--- config.mk ---
export PLATFORM = sky130hd
export DESIGN_NAME = component_input_control_monitor
export DESIGN_NICKNAME = d
export VERILOG_FILES = /design/src/logic/cip_ctrl_pkg.sv /design/src/logic/blank_monitor.sv /design/src/logic/component_input_control_monitor.sv
export SDC_FILE = /design/constraint.sdc
export NUM_CORES = 1
export LEC_CHECK = 0
export BUFFER_PORTS_ARGS = -buffer_cell sky130_fd_sc_hd__buf_2
export CAP_MARGIN = 20
export CORE_ASPECT_RATIO = 0.5
export CORE_MARGIN = 2
export CORE_UTILIZATION = 30
export CTS_CLUSTER_DIAMETER = 60
export DETAILED_ROUTE_END_ITERATION = 10
export GPL_ROUTABILITY_DRIVEN = 0
export GPL_TIMING_DRIVEN = 0
export PLACE_DENSITY = 0.7
export SYNTH_ARGS = -nofsm -noshare
export SYNTH_HDL_FRONTEND = slang
export SYNTH_SLANG_ARGS = --single-unit
--- constraint.sdc ---
create_clock -name mclk_in -period 1.9 [get_ports mclk_in]
set_input_delay 0.19 -clock mclk_in [delete_from_list [all_inputs] [get_ports mclk_in]]
set_output_delay 0.19 -clock mclk_in [all_outputs]
set_load 0.01 [all_outputs]
--- src/logic/cip_ctrl_pkg.sv ---
/*
 * Shared constants for the component input control and monitor registers:
 * subaddresses, field positions, reset values and widths.
 * Assumes a control-bus slave elsewhere turns bus traffic into subaddress
 * read and write strobes on the processing clock.
 */
package cip_ctrl_pkg;

    // ------------------------------------------------------------------
    // Subaddresses
    // ------------------------------------------------------------------
    localparam int          ADDR_W      = 8;
    localparam int          DATA_W      = 16;
    localparam logic [7:0]  ADDR_CTRL   = 8'h96;
    localparam logic [7:0]  ADDR_MON    = 8'h97;
    localparam logic [7:0]  ADDR_VER    = 8'h9F;

    // ------------------------------------------------------------------
    // Control register layout
    // ------------------------------------------------------------------
    localparam int          CTRL_W      = 8;
    localparam int          BIT_RANGE   = 1;
    localparam int          BIT_PORT    = 2;
    localparam int          BIT_CLAMP   = 5;
    localparam int          BIT_BYPASS  = 6;
    localparam int          BIT_YUV     = 7;
    localparam logic [7:0]  CTRL_RESET  = 8'h40;
    localparam logic [7:0]  CTRL_WMASK  = 8'hE6;

    // ------------------------------------------------------------------
    // Monitor register layout
    // ------------------------------------------------------------------
    localparam int          MON_HIGH    = 0;
    localparam int          MON_FALL    = 1;
    localparam int          MON_RISE    = 2;
    localparam int          MON_LIVE    = 3;
    localparam int          MON_CLIP    = 4;

    // ------------------------------------------------------------------
    // Fast-blank clamp and version layout
    // ------------------------------------------------------------------
    localparam int          BLANK_W     = 7;
    localparam int          OFFS_W      = 6;
    localparam logic [6:0]  CLAMP_BASE  = 7'h1F;
    localparam int          VER_REV_LSB = 0;
    localparam int          VER_VAR_LSB = 8;
    localparam int          VER_FAM_LSB = 12;
    localparam logic [15:0] ZERO_WORD   = 16'h0000;

endpackage

--- src/logic/blank_monitor.sv ---
/*
 * Sticky fast-blank level/edge flags and input clip flag.
 * Assumes fast_blank_input_in and clip_detect_in are synchronous to mclk_in
 * and clear_in is a one-cycle strobe for a read of the monitor register.
 */
module blank_monitor (
    // Clock and reset
    input  wire logic mclk_in,
    input  wire logic rstn_in,
    // Watched inputs
    input  wire logic fast_blank_input_in,
    input  wire logic clip_detect_in,
    input  wire logic clear_in,
    // Flags
    output logic      blank_level_high_flag_out,
    output logic      blank_falling_edge_flag_out,
    output logic      blank_rising_edge_flag_out,
    output logic      input_clip_flag_out
);

    logic prev_q;
    logic rise;
    logic fall;

    // ------------------------------------------------------------------
    // Edge detection
    // ------------------------------------------------------------------
    // Previous level resets low, so a high level at release counts as a rise
    always_ff @(posedge mclk_in) begin
        if (!rstn_in) begin
            prev_q <= 1'b0;
        end else begin
            prev_q <= fast_blank_input_in;
        end
    end

    assign rise = fast_blank_input_in & ~prev_q;
    assign fall = ~fast_blank_input_in & prev_q;

    // ------------------------------------------------------------------
    // Sticky flags, set wins over read clear
    // ------------------------------------------------------------------
    always_ff @(posedge mclk_in) begin
        if (!rstn_in) begin
            blank_level_high_flag_out <= 1'b0;
        end else if (fast_blank_input_in) begin
            blank_level_high_flag_out <= 1'b1;
        end else if (clear_in) begin
            blank_level_high_flag_out <= 1'b0;
        end
    end

    always_ff @(posedge mclk_in) begin
        if (!rstn_in) begin
            blank_falling_edge_flag_out <= 1'b0;
        end else if (fall) begin
            blank_falling_edge_flag_out <= 1'b1;
        end else if (clear_in) begin
            blank_falling_edge_flag_out <= 1'b0;
        end
    end

    always_ff @(posedge mclk_in) begin
        if (!rstn_in) begin
            blank_rising_edge_flag_out <= 1'b0;
        end else if (rise) begin
            blank_rising_edge_flag_out <= 1'b1;
        end else if (clear_in) begin
            blank_rising_edge_flag_out <= 1'b0;
        end
    end

    always_ff @(posedge mclk_in) begin
        if (!rstn_in) begin
            input_clip_flag_out <= 1'b0;
        end else if (clip_detect_in) begin
            input_clip_flag_out <= 1'b1;
        end else if (clear_in) begin
            input_clip_flag_out <= 1'b0;
        end
    end
endmodule

--- src/logic/component_input_control_monitor.sv ---
/*
 * Component input control, fast-blank/clip monitor and hardware version
 * registers, reached by subaddress read and write strobes.
 * Assumes a control-bus slave supplies one-cycle strobes on mclk_in and
 * that all video-side inputs are synchronous to mclk_in.
 */
// Operation
// - Extended range bit 0 selects the normal converter range, 1 the +3dB range.
// - Port select bit 0 routes component port 1 into the path, 1 routes port 2.
// - With blank clamp set the fast-blank value becomes 31 minus the offset field.
// - Decimation bypass set skips the 4:4:4 to 4:2:2 filter and resets to 1.
// - Colour space bit 0 treats the input as RGB, 1 as YUV.
// - Level-high flag sets on a high input and clears only on read with input low.
// - Falling-edge flag is sticky and cleared by a monitor read.
// - Rising-edge flag is sticky and cleared by a monitor read.
// - The live-level bit returns the fast-blank level at the moment of the read.
// - Clip flag is sticky on input clipping and cleared by a monitor read.
// - A read-only 16-bit version word holds the revision index in its low byte.
// - The version word carries a 2-bit variant code and a 4-bit family code.
// - Reset loads every writable control field with its default.
module component_input_control_monitor #(
    parameter logic [7:0] REVISION_INDEX = 8'h01, // arbitrary value
    parameter logic [1:0] VARIANT_CODE   = 2'h1,  // arbitrary value
    parameter logic [3:0] FAMILY_CODE    = 4'h5,  // arbitrary value
    parameter int         PIX_W          = 24
) (
    // Clock and reset
    input  wire logic                           mclk_in,
    input  wire logic                           rstn_in,
    // Register access
    input  wire logic [cip_ctrl_pkg::ADDR_W-1:0] reg_addr_in,
    input  wire logic                           reg_wr_in,
    input  wire logic                           reg_rd_in,
    input  wire logic [cip_ctrl_pkg::DATA_W-1:0] reg_wdata_in,
    output logic      [cip_ctrl_pkg::DATA_W-1:0] reg_rdata_out,
    output logic                                reg_rvalid_out,
    // Video side inputs
    input  wire logic                           fast_blank_input_in,
    input  wire logic                           clip_detect_in,
    input  wire logic [cip_ctrl_pkg::BLANK_W-1:0] fast_blank_value_in,
    input  wire logic [cip_ctrl_pkg::OFFS_W-1:0] blank_offset_correction_in,
    input  wire logic [PIX_W-1:0]               port1_data_in,
    input  wire logic [PIX_W-1:0]               port2_data_in,
    // Control outputs
    output logic                                extended_adc_range_out,
    output logic                                component_port_select_out,
    output logic                                blank_clamp_enable_out,
    output logic                                chroma_decimation_bypass_out,
    output logic                                yuv_select_out,
    // Processed video side outputs
    output logic      [cip_ctrl_pkg::BLANK_W-1:0] blank_value_out,
    output logic      [PIX_W-1:0]               component_data_out
);

    logic [cip_ctrl_pkg::CTRL_W-1:0] component_input_control_q;
    logic [cip_ctrl_pkg::DATA_W-1:0] hardware_version;
    logic [cip_ctrl_pkg::DATA_W-1:0] rdata_d;
    logic                            mon_read;
    logic                            high_flag;
    logic                            fall_flag;
    logic                            rise_flag;
    logic                            clip_flag;

    // ------------------------------------------------------------------
    // Helpers
    // ------------------------------------------------------------------
    function automatic logic hit(input logic [7:0] addr, input logic [7:0] target);
        hit = (addr == target);
    endfunction

    // ------------------------------------------------------------------
    // Control register
    // ------------------------------------------------------------------
    // Reserved bits are never stored, so they read back as zero
    always_ff @(posedge mclk_in) begin
        if (!rstn_in) begin
            component_input_control_q <= cip_ctrl_pkg::CTRL_RESET;
        end else if (reg_wr_in && hit(reg_addr_in, cip_ctrl_pkg::ADDR_CTRL)) begin
            component_input_control_q <= reg_wdata_in[cip_ctrl_pkg::CTRL_W-1:0]
                                         & cip_ctrl_pkg::CTRL_WMASK;
        end
    end

    assign extended_adc_range_out       = component_input_control_q[cip_ctrl_pkg::BIT_RANGE];
    assign component_port_select_out    = component_input_control_q[cip_ctrl_pkg::BIT_PORT];
    assign blank_clamp_enable_out       = component_input_control_q[cip_ctrl_pkg::BIT_CLAMP];
    assign chroma_decimation_bypass_out = component_input_control_q[cip_ctrl_pkg::BIT_BYPASS];
    assign yuv_select_out               = component_input_control_q[cip_ctrl_pkg::BIT_YUV];

    // ------------------------------------------------------------------
    // Video path steering
    // ------------------------------------------------------------------
    always_ff @(posedge mclk_in) begin
        if (!rstn_in) begin
            component_data_out <= '0;
        end else if (component_port_select_out) begin
            component_data_out <= port2_data_in;
        end else begin
            component_data_out <= port1_data_in;
        end
    end

    // Offset above 31 gives a negative two's-complement clamp value
    always_ff @(posedge mclk_in) begin
        if (!rstn_in) begin
            blank_value_out <= '0;
        end else if (blank_clamp_enable_out) begin
            blank_value_out <= cip_ctrl_pkg::CLAMP_BASE
                               - {1'b0, blank_offset_correction_in};
        end else begin
            blank_value_out <= fast_blank_value_in;
        end
    end

    // ------------------------------------------------------------------
    // Monitor flags
    // ------------------------------------------------------------------
    assign mon_read = reg_rd_in && hit(reg_addr_in, cip_ctrl_pkg::ADDR_MON);

    blank_monitor u_blank_monitor (
        .mclk_in                     (mclk_in),
        .rstn_in                     (rstn_in),
        .fast_blank_input_in         (fast_blank_input_in),
        .clip_detect_in              (clip_detect_in),
        .clear_in                    (mon_read),
        .blank_level_high_flag_out   (high_flag),
        .blank_falling_edge_flag_out (fall_flag),
        .blank_rising_edge_flag_out  (rise_flag),
        .input_clip_flag_out         (clip_flag)
    );

    // ------------------------------------------------------------------
    // Version word and read mux
    // ------------------------------------------------------------------
    always_comb begin
        hardware_version = cip_ctrl_pkg::ZERO_WORD;
        hardware_version[cip_ctrl_pkg::VER_REV_LSB +: 8] = REVISION_INDEX;
        hardware_version[cip_ctrl_pkg::VER_VAR_LSB +: 2] = VARIANT_CODE;
        hardware_version[cip_ctrl_pkg::VER_FAM_LSB +: 4] = FAMILY_CODE;
    end

    // Flags are reported as held before this read; a same-cycle event shows next read
    always_comb begin
        rdata_d = cip_ctrl_pkg::ZERO_WORD;
        case (reg_addr_in)
            cip_ctrl_pkg::ADDR_CTRL: begin
                rdata_d[cip_ctrl_pkg::CTRL_W-1:0] = component_input_control_q;
            end
            cip_ctrl_pkg::ADDR_MON: begin
                rdata_d[cip_ctrl_pkg::MON_HIGH] = high_flag;
                rdata_d[cip_ctrl_pkg::MON_FALL] = fall_flag;
                rdata_d[cip_ctrl_pkg::MON_RISE] = rise_flag;
                rdata_d[cip_ctrl_pkg::MON_LIVE] = fast_blank_input_in;
                rdata_d[cip_ctrl_pkg::MON_CLIP] = clip_flag;
            end
            cip_ctrl_pkg::ADDR_VER: begin
                rdata_d = hardware_version;
            end
            default: begin
                rdata_d = cip_ctrl_pkg::ZERO_WORD;
            end
        endcase
    end

    always_ff @(posedge mclk_in) begin
        if (!rstn_in) begin
            reg_rdata_out <= cip_ctrl_pkg::ZERO_WORD;
        end else if (reg_rd_in) begin
            reg_rdata_out <= rdata_d;
        end
    end

    always_ff @(posedge mclk_in) begin
        if (!rstn_in) begin
            reg_rvalid_out <= 1'b0;
        end else begin
            reg_rvalid_out <= reg_rd_in;
        end
    end
endmodule

Word level (Yosys, flattened, before mapping)
Cells that the tools add are included.

Logic and storage cells: 34. Output and inout bits: 53. Input port bits: 91. Register bits: 58.

Muxes and demuxes: 10. Reduce and logical (&&, ||, !) cells: 6. Bitwise operators: 4. Equality and inequality tests: 3. $add $sub $neg: 1.

Operator list (number): 8-bit equality test, second input constant (3); 24-bit two-way mux (1); 5-bit one-hot mux with 3 select lines (1); 7-bit two-way mux (2); 2-bit nonzero test (4); 5-bit by 6-bit subtractor with 7-bit output, first input constant (1); 1-bit two-way mux (5); 3-bit two-way mux (1); 1-bit AND (2); 1-bit logical AND (2); 1-bit NOT (2).

Logic depth before layout (Yosys ltp)
Depth after elaboration: 4. Mapped depth: 4. Depth with buffers taken out: 3.

Cells and area by module
From an unflattened synthesis, not the netlist that was laid out.

Cells, all modules: 205. Area total of the unflattened synthesis: 2127.0 µm².

By module, submodules not included: component_input_control_monitor (area an instance 1946.9 µm², instances 1, cells an instance 189, sequential area each 920.9 µm²); blank_monitor (area an instance 180.2 µm², instances 1, cells an instance 16, sequential area each 100.1 µm²).

Worst setup path before layout
No wires, ideal clock.

Path type: reg-to-reg. From: reg component_input_control_q[2] in the netlist's numbering. To: reg component_data_out[10]. Period minus slack after synthesis: 1.207 ns. Cell stages (with the launch flop): 5. Slack: 0.693 ns. Path buffers: 2. Library setup time: 0.116 ns. Data arrival time: 1.091 ns. Cell sequence: dfxtp_1 -> buf_2 -> buf_2 -> mux2i_1 -> nor2b_1.

Cells in the longest elaborated chain, start to end: 1.

Ends and longest elaborated chain: start: declaration (RTL line component_input_control_monitor.sv:55) `logic [cip_ctrl_pkg::CTRL_W-1:0] component_input_control_q;`; start signal: assignment (RTL line component_input_control_monitor.sv:77) `component_input_control_q <= cip_ctrl_pkg::CTRL_RESET;`; start signal: assignment (RTL line component_input_control_monitor.sv:79) `component_input_control_q <= reg_wdata_in[cip_ctrl_pkg::CTRL_W-1:0]`; 24-bit two-way mux (RTL line component_input_control_monitor.sv:96) `end else if (component_port_select_out) begin`; end signal: assignment (RTL line component_input_control_monitor.sv:97) `component_data_out <= port2_data_in;`; end signal: assignment (RTL line component_input_control_monitor.sv:99) `component_data_out <= port1_data_in;`; end: declaration (RTL line component_input_control_monitor.sv:52) `output logic [PIX_W-1:0] component_data_out`.

Every way passes these cells. A chain may end at the register's enable or synchronous reset.

Final worst setup path
From: reg component_input_control_q[2] in the netlist's numbering. To: reg component_data_out[19].

The elaborated chain is that of the path after synthesis.

==> impl_metrics.sql <==
INSERT INTO impl_metrics (metric_group, metric, value, unit) VALUES
('cells_and_area', 'post-route-util', '44.61', '%'),
('worst_setup_path', 'worst-path-buf-inv', '2', ''),
('worst_setup_path', 'cp_data_required_time', '2080', 'ps'),
('clock_network', 'tritoncts', 'yes', ''),
('drt', 'vias', '1794', ''),
('worst_setup_path', 'kind_of_critical_path', 'reg -> reg', ''),
('worst_setup_path', 'worst_path_dominant_cell_family', 'buffers and inverters', ''),
('clock_network', 'post_cts_resize_count', '0', ''),
('timing', 'setup-violations-final', '0', ''),
('timing', 'slew_limit_fails', '0', ''),
('floorplan', 'die_area', '0.007549', 'mm^2'),
('worst_setup_path', 'critPathMaxFanout', '10', ''),
('synthesis', 'post_synth_main_area_contributors', 'sky130_fd_sc_hd__dfxtp_1, sky130_fd_sc_hd__mux2i_1, sky130_fd_sc_hd__nor2b_1', ''),
('synthesis', 'synth_area', '0.002049', 'mm^2'),
('global_route', 'grt_max_degree', '17', ''),
('synthesis', 'synth-seq-cells', '51', ''),
('floorplan', 'dieHeight', '62.45', 'um'),
('timing', 'worst-slew-pin-transition', '560.4', 'ps'),
('drt', 'drt_first_iter_violations', '17', ''),
('clock_network', 'cts_setup_buffers', '0', ''),
('clock_network', 'root_buffer', 'sky130_fd_sc_hd__clkbuf_16', ''),
('synthesis', 'synth.yosys.warnings', '0', ''),
('drt', 'route.detailed.drc', '0', ''),
('clock_network', 'cts.sinks', '51', ''),
('clock_network', 'cts_max_level', '2', ''),
('synthesis', 'post_synthesis_area_per_instance', '10.46', 'um^2'),
('drt', 'top_signal_layer_used', 'met4', ''),
('synthesis', 'post_synth_inst_count', '196', ''),
('power_and_ir_drop', 'pwr_density_cell', '770.4', 'mW/mm^2'),
('worst_hold_path', 'worst_hold_startpoint', 'clip_detect_in', ''),
('timing', 'finalHoldViolCount', '0', ''),
('timing', 'worst_slew_margin_rel', '62.35', '%'),
('worst_setup_path', 'cells_traversed_along_the_worst_timing_path', 'buf_2 > buf_2 > mux2i_1 > nor2b_1', ''),
('timing', 'timing.final.crit_period', '1283', 'ps'),
('clock_network', 'cts-buffers-inserted', '5', ''),
('worst_setup_path', 'timing.critical_path.slowest_cell_delay', '330', 'ps'),
('drt', 'met3WireLength', '200', 'um'),
('cells_and_area', 'filler_cell_count', '664', ''),
('cells_and_area', 'flow.area_growth_from_synthesis', '44.69', '%'),
('global_route', 'total_global_route_track_usage', '12.83', '%'),
('cells_and_area', 'most-common-layout-cells', 'sky130_fd_sc_hd__buf_2, sky130_fd_sc_hd__dfxtp_1, sky130_fd_sc_hd__mux2i_1', ''),
('place', 'half_perimeter_wire_length_after_detailed_placement', '3771', 'um'),
('floorplan', 'placementRows', '21', ''),
('status', 'status', 'complete, no violations', ''),
('worst_setup_path', 'timing.critical_path.arrival', '1460', 'ps'),
('floorplan', 'floorplan.initialDensity', '30.83', '%'),
('cells_and_area', 'layout.area.seq', '0.001021', 'mm^2'),
('drt', 'met2_wirelength', '2517', 'um'),
('synthesis', 'yosys.cell_types.count', '29', ''),
('clock_network', 'cts.clk_slew.worst_paths', '70', 'ps'),
('timing', 'fmax', '779.2', 'MHz'),
('worst_hold_path', 'min-delay-path-class', 'in -> reg', ''),
('global_route', 'via_count_of_the_first_global_routing_pass', '1777', ''),
('clock_network', 'worst_skew_pair.late_latency', '280', 'ps'),
('worst_setup_path', 'startpoint_type', 'flip-flop', ''),
('timing', 'fin_skew', '5.187', 'ps'),
('power_and_ir_drop', 'power.total', '2.285', 'mW'),
('worst_setup_path', 'crit_path_frequent_cell', 'sky130_fd_sc_hd__buf_2', ''),
('floorplan', 'io_pins', '144', ''),
('cells_and_area', 'combined_area_of_the_multi_input_logic_cells', '923.4', 'um^2'),
('worst_setup_path', 'cp_slowest_cell', 'sky130_fd_sc_hd__buf_2', ''),
('drt', 'drtPass1Iterations', '4', ''),
('floorplan', 'width_of_the_die', '120.9', 'um'),
('global_route', 'grt_first_pass_wirelength', '7879', 'um'),
('global_route', 'antenna_found_initial', '0', ''),
('timing', 'timing.setup.tns', '0', 'ps'),
('place', 'port-buffer-count', '126', ''),
('cells_and_area', 'layout-drive-gt1-share', '44.61', '%'),
('drt', 'wirelength', '4751', 'um'),
('floorplan', 'design.core.area', '0.006648', 'mm^2'),
('drt', 'drt-wirelength-per-cell', '11.15', 'um');
-- logic make-up after synthesis --
| logic type | share of synthesized area (%) |
|---|---|
| compound gates | 6.288 |
| simple gates | 20.63 |
| buf+inv | 5.861 |
| flops | 49.82 |
| mux | 17.22 |
| other cells | 0.1830 |
-- synth_stat cells --
master	number
sky130_fd_sc_hd__nor4_4	1
sky130_fd_sc_hd__o211a_1	1
sky130_fd_sc_hd__nor3_1	1
sky130_fd_sc_hd__buf_2	3
sky130_fd_sc_hd__nor3b_1	1
sky130_fd_sc_hd__nand2b_1	6
sky130_fd_sc_hd__nor2b_1	27
sky130_fd_sc_hd__buf_4	7
sky130_fd_sc_hd__mux2i_1	33
sky130_fd_sc_hd__conb_1	1
sky130_fd_sc_hd__and2_1	5
sky130_fd_sc_hd__a22o_1	4
sky130_fd_sc_hd__and4b_1	1
sky130_fd_sc_hd__dfxtp_1	51
sky130_fd_sc_hd__o22ai_1	1
sky130_fd_sc_hd__a21boi_0	6
sky130_fd_sc_hd__nand4b_1	1
sky130_fd_sc_hd__nand3b_1	2
sky130_fd_sc_hd__nand4_1	3
sky130_fd_sc_hd__nand2_1	17
sky130_fd_sc_hd__clkbuf_1	8
sky130_fd_sc_hd__and3b_1	1
sky130_fd_sc_hd__o41ai_1	1
sky130_fd_sc_hd__mux2_2	2
sky130_fd_sc_hd__nor4b_2	1
sky130_fd_sc_hd__o21ai_0	3
sky130_fd_sc_hd__or3b_4	1
sky130_fd_sc_hd__o2111ai_1	1
sky130_fd_sc_hd__inv_1	6
-- per-layer routing --
layer	global-route usage [%]	vias up
met5	0	-
met4	4.360	0
met3	3.011	2
met2	23.46	37
met1	14.70	832
li1	-	923
-- through the flow --
step	area (um^2)	hold slack, ps	worst slack, ps
floorplan	2064	298.6	693.2
global placement	2810	404.6	397.7
detailed placement	2810	404.6	348.0
CTS	2965	106.6	583.3
global route	2965	124.9	444.5
finish	2965	106.2	616.6
-- registers in the layout (all words and copies together) (netlist names) --
name                                         cells
u_blank_monitor.blank_falling_edge_flag_out      1
component_data_out                              24
u_blank_monitor.input_clip_flag_out              1
reg_rdata_out                                    9
blank_value_out                                  7
component_input_control_q                        5
u_blank_monitor.blank_level_high_flag_out        1
u_blank_monitor.blank_rising_edge_flag_out       1
reg_rvalid_out                                   1
u_blank_monitor.prev_q                           1
-- layout make-up --
class / instances / area share [%]
buffer: 18 / 3.291
clock buffer: 6 / 4.684
clock inverter: 2 / 0.5485
inverter: 6 / 0.7595
multi-input combinational: 125 / 31.14
sequential: 51 / 34.43
tap: 92 / 3.882
timing repair buffer: 126 / 21.27
-- path summary, 6_finish.rpt --
path,endpoint,cells after the start
hold / removal,u_blank_monitor.input_clip_flag_out,3
setup / recovery,component_data_out[19],4
setup reg to reg,component_data_out[19],4
hold reg to reg,u_blank_monitor.blank_rising_edge_flag_out,1
-- power breakdown --
| group | internal, mW | total (mW) | switching [mW] |
|---|---|---|---|
| Clock | 0.526 | 0.915 | 0.388 |
| Sequential | 1.11 | 1.12 | 0.0111 |
| Combinational | 0.134 | 0.246 | 0.112 |
| Total | 1.77 | 2.28 | 0.511 |
-- worst register-to-register path, stage by stage, from the launching register on --
cell,delay [ps]
sky130_fd_sc_hd__dfxtp_1,320
sky130_fd_sc_hd__buf_2,220
sky130_fd_sc_hd__buf_2,330
sky130_fd_sc_hd__mux2i_1,240
sky130_fd_sc_hd__nor2b_1,60
Power figures use the tool's default switching activity.
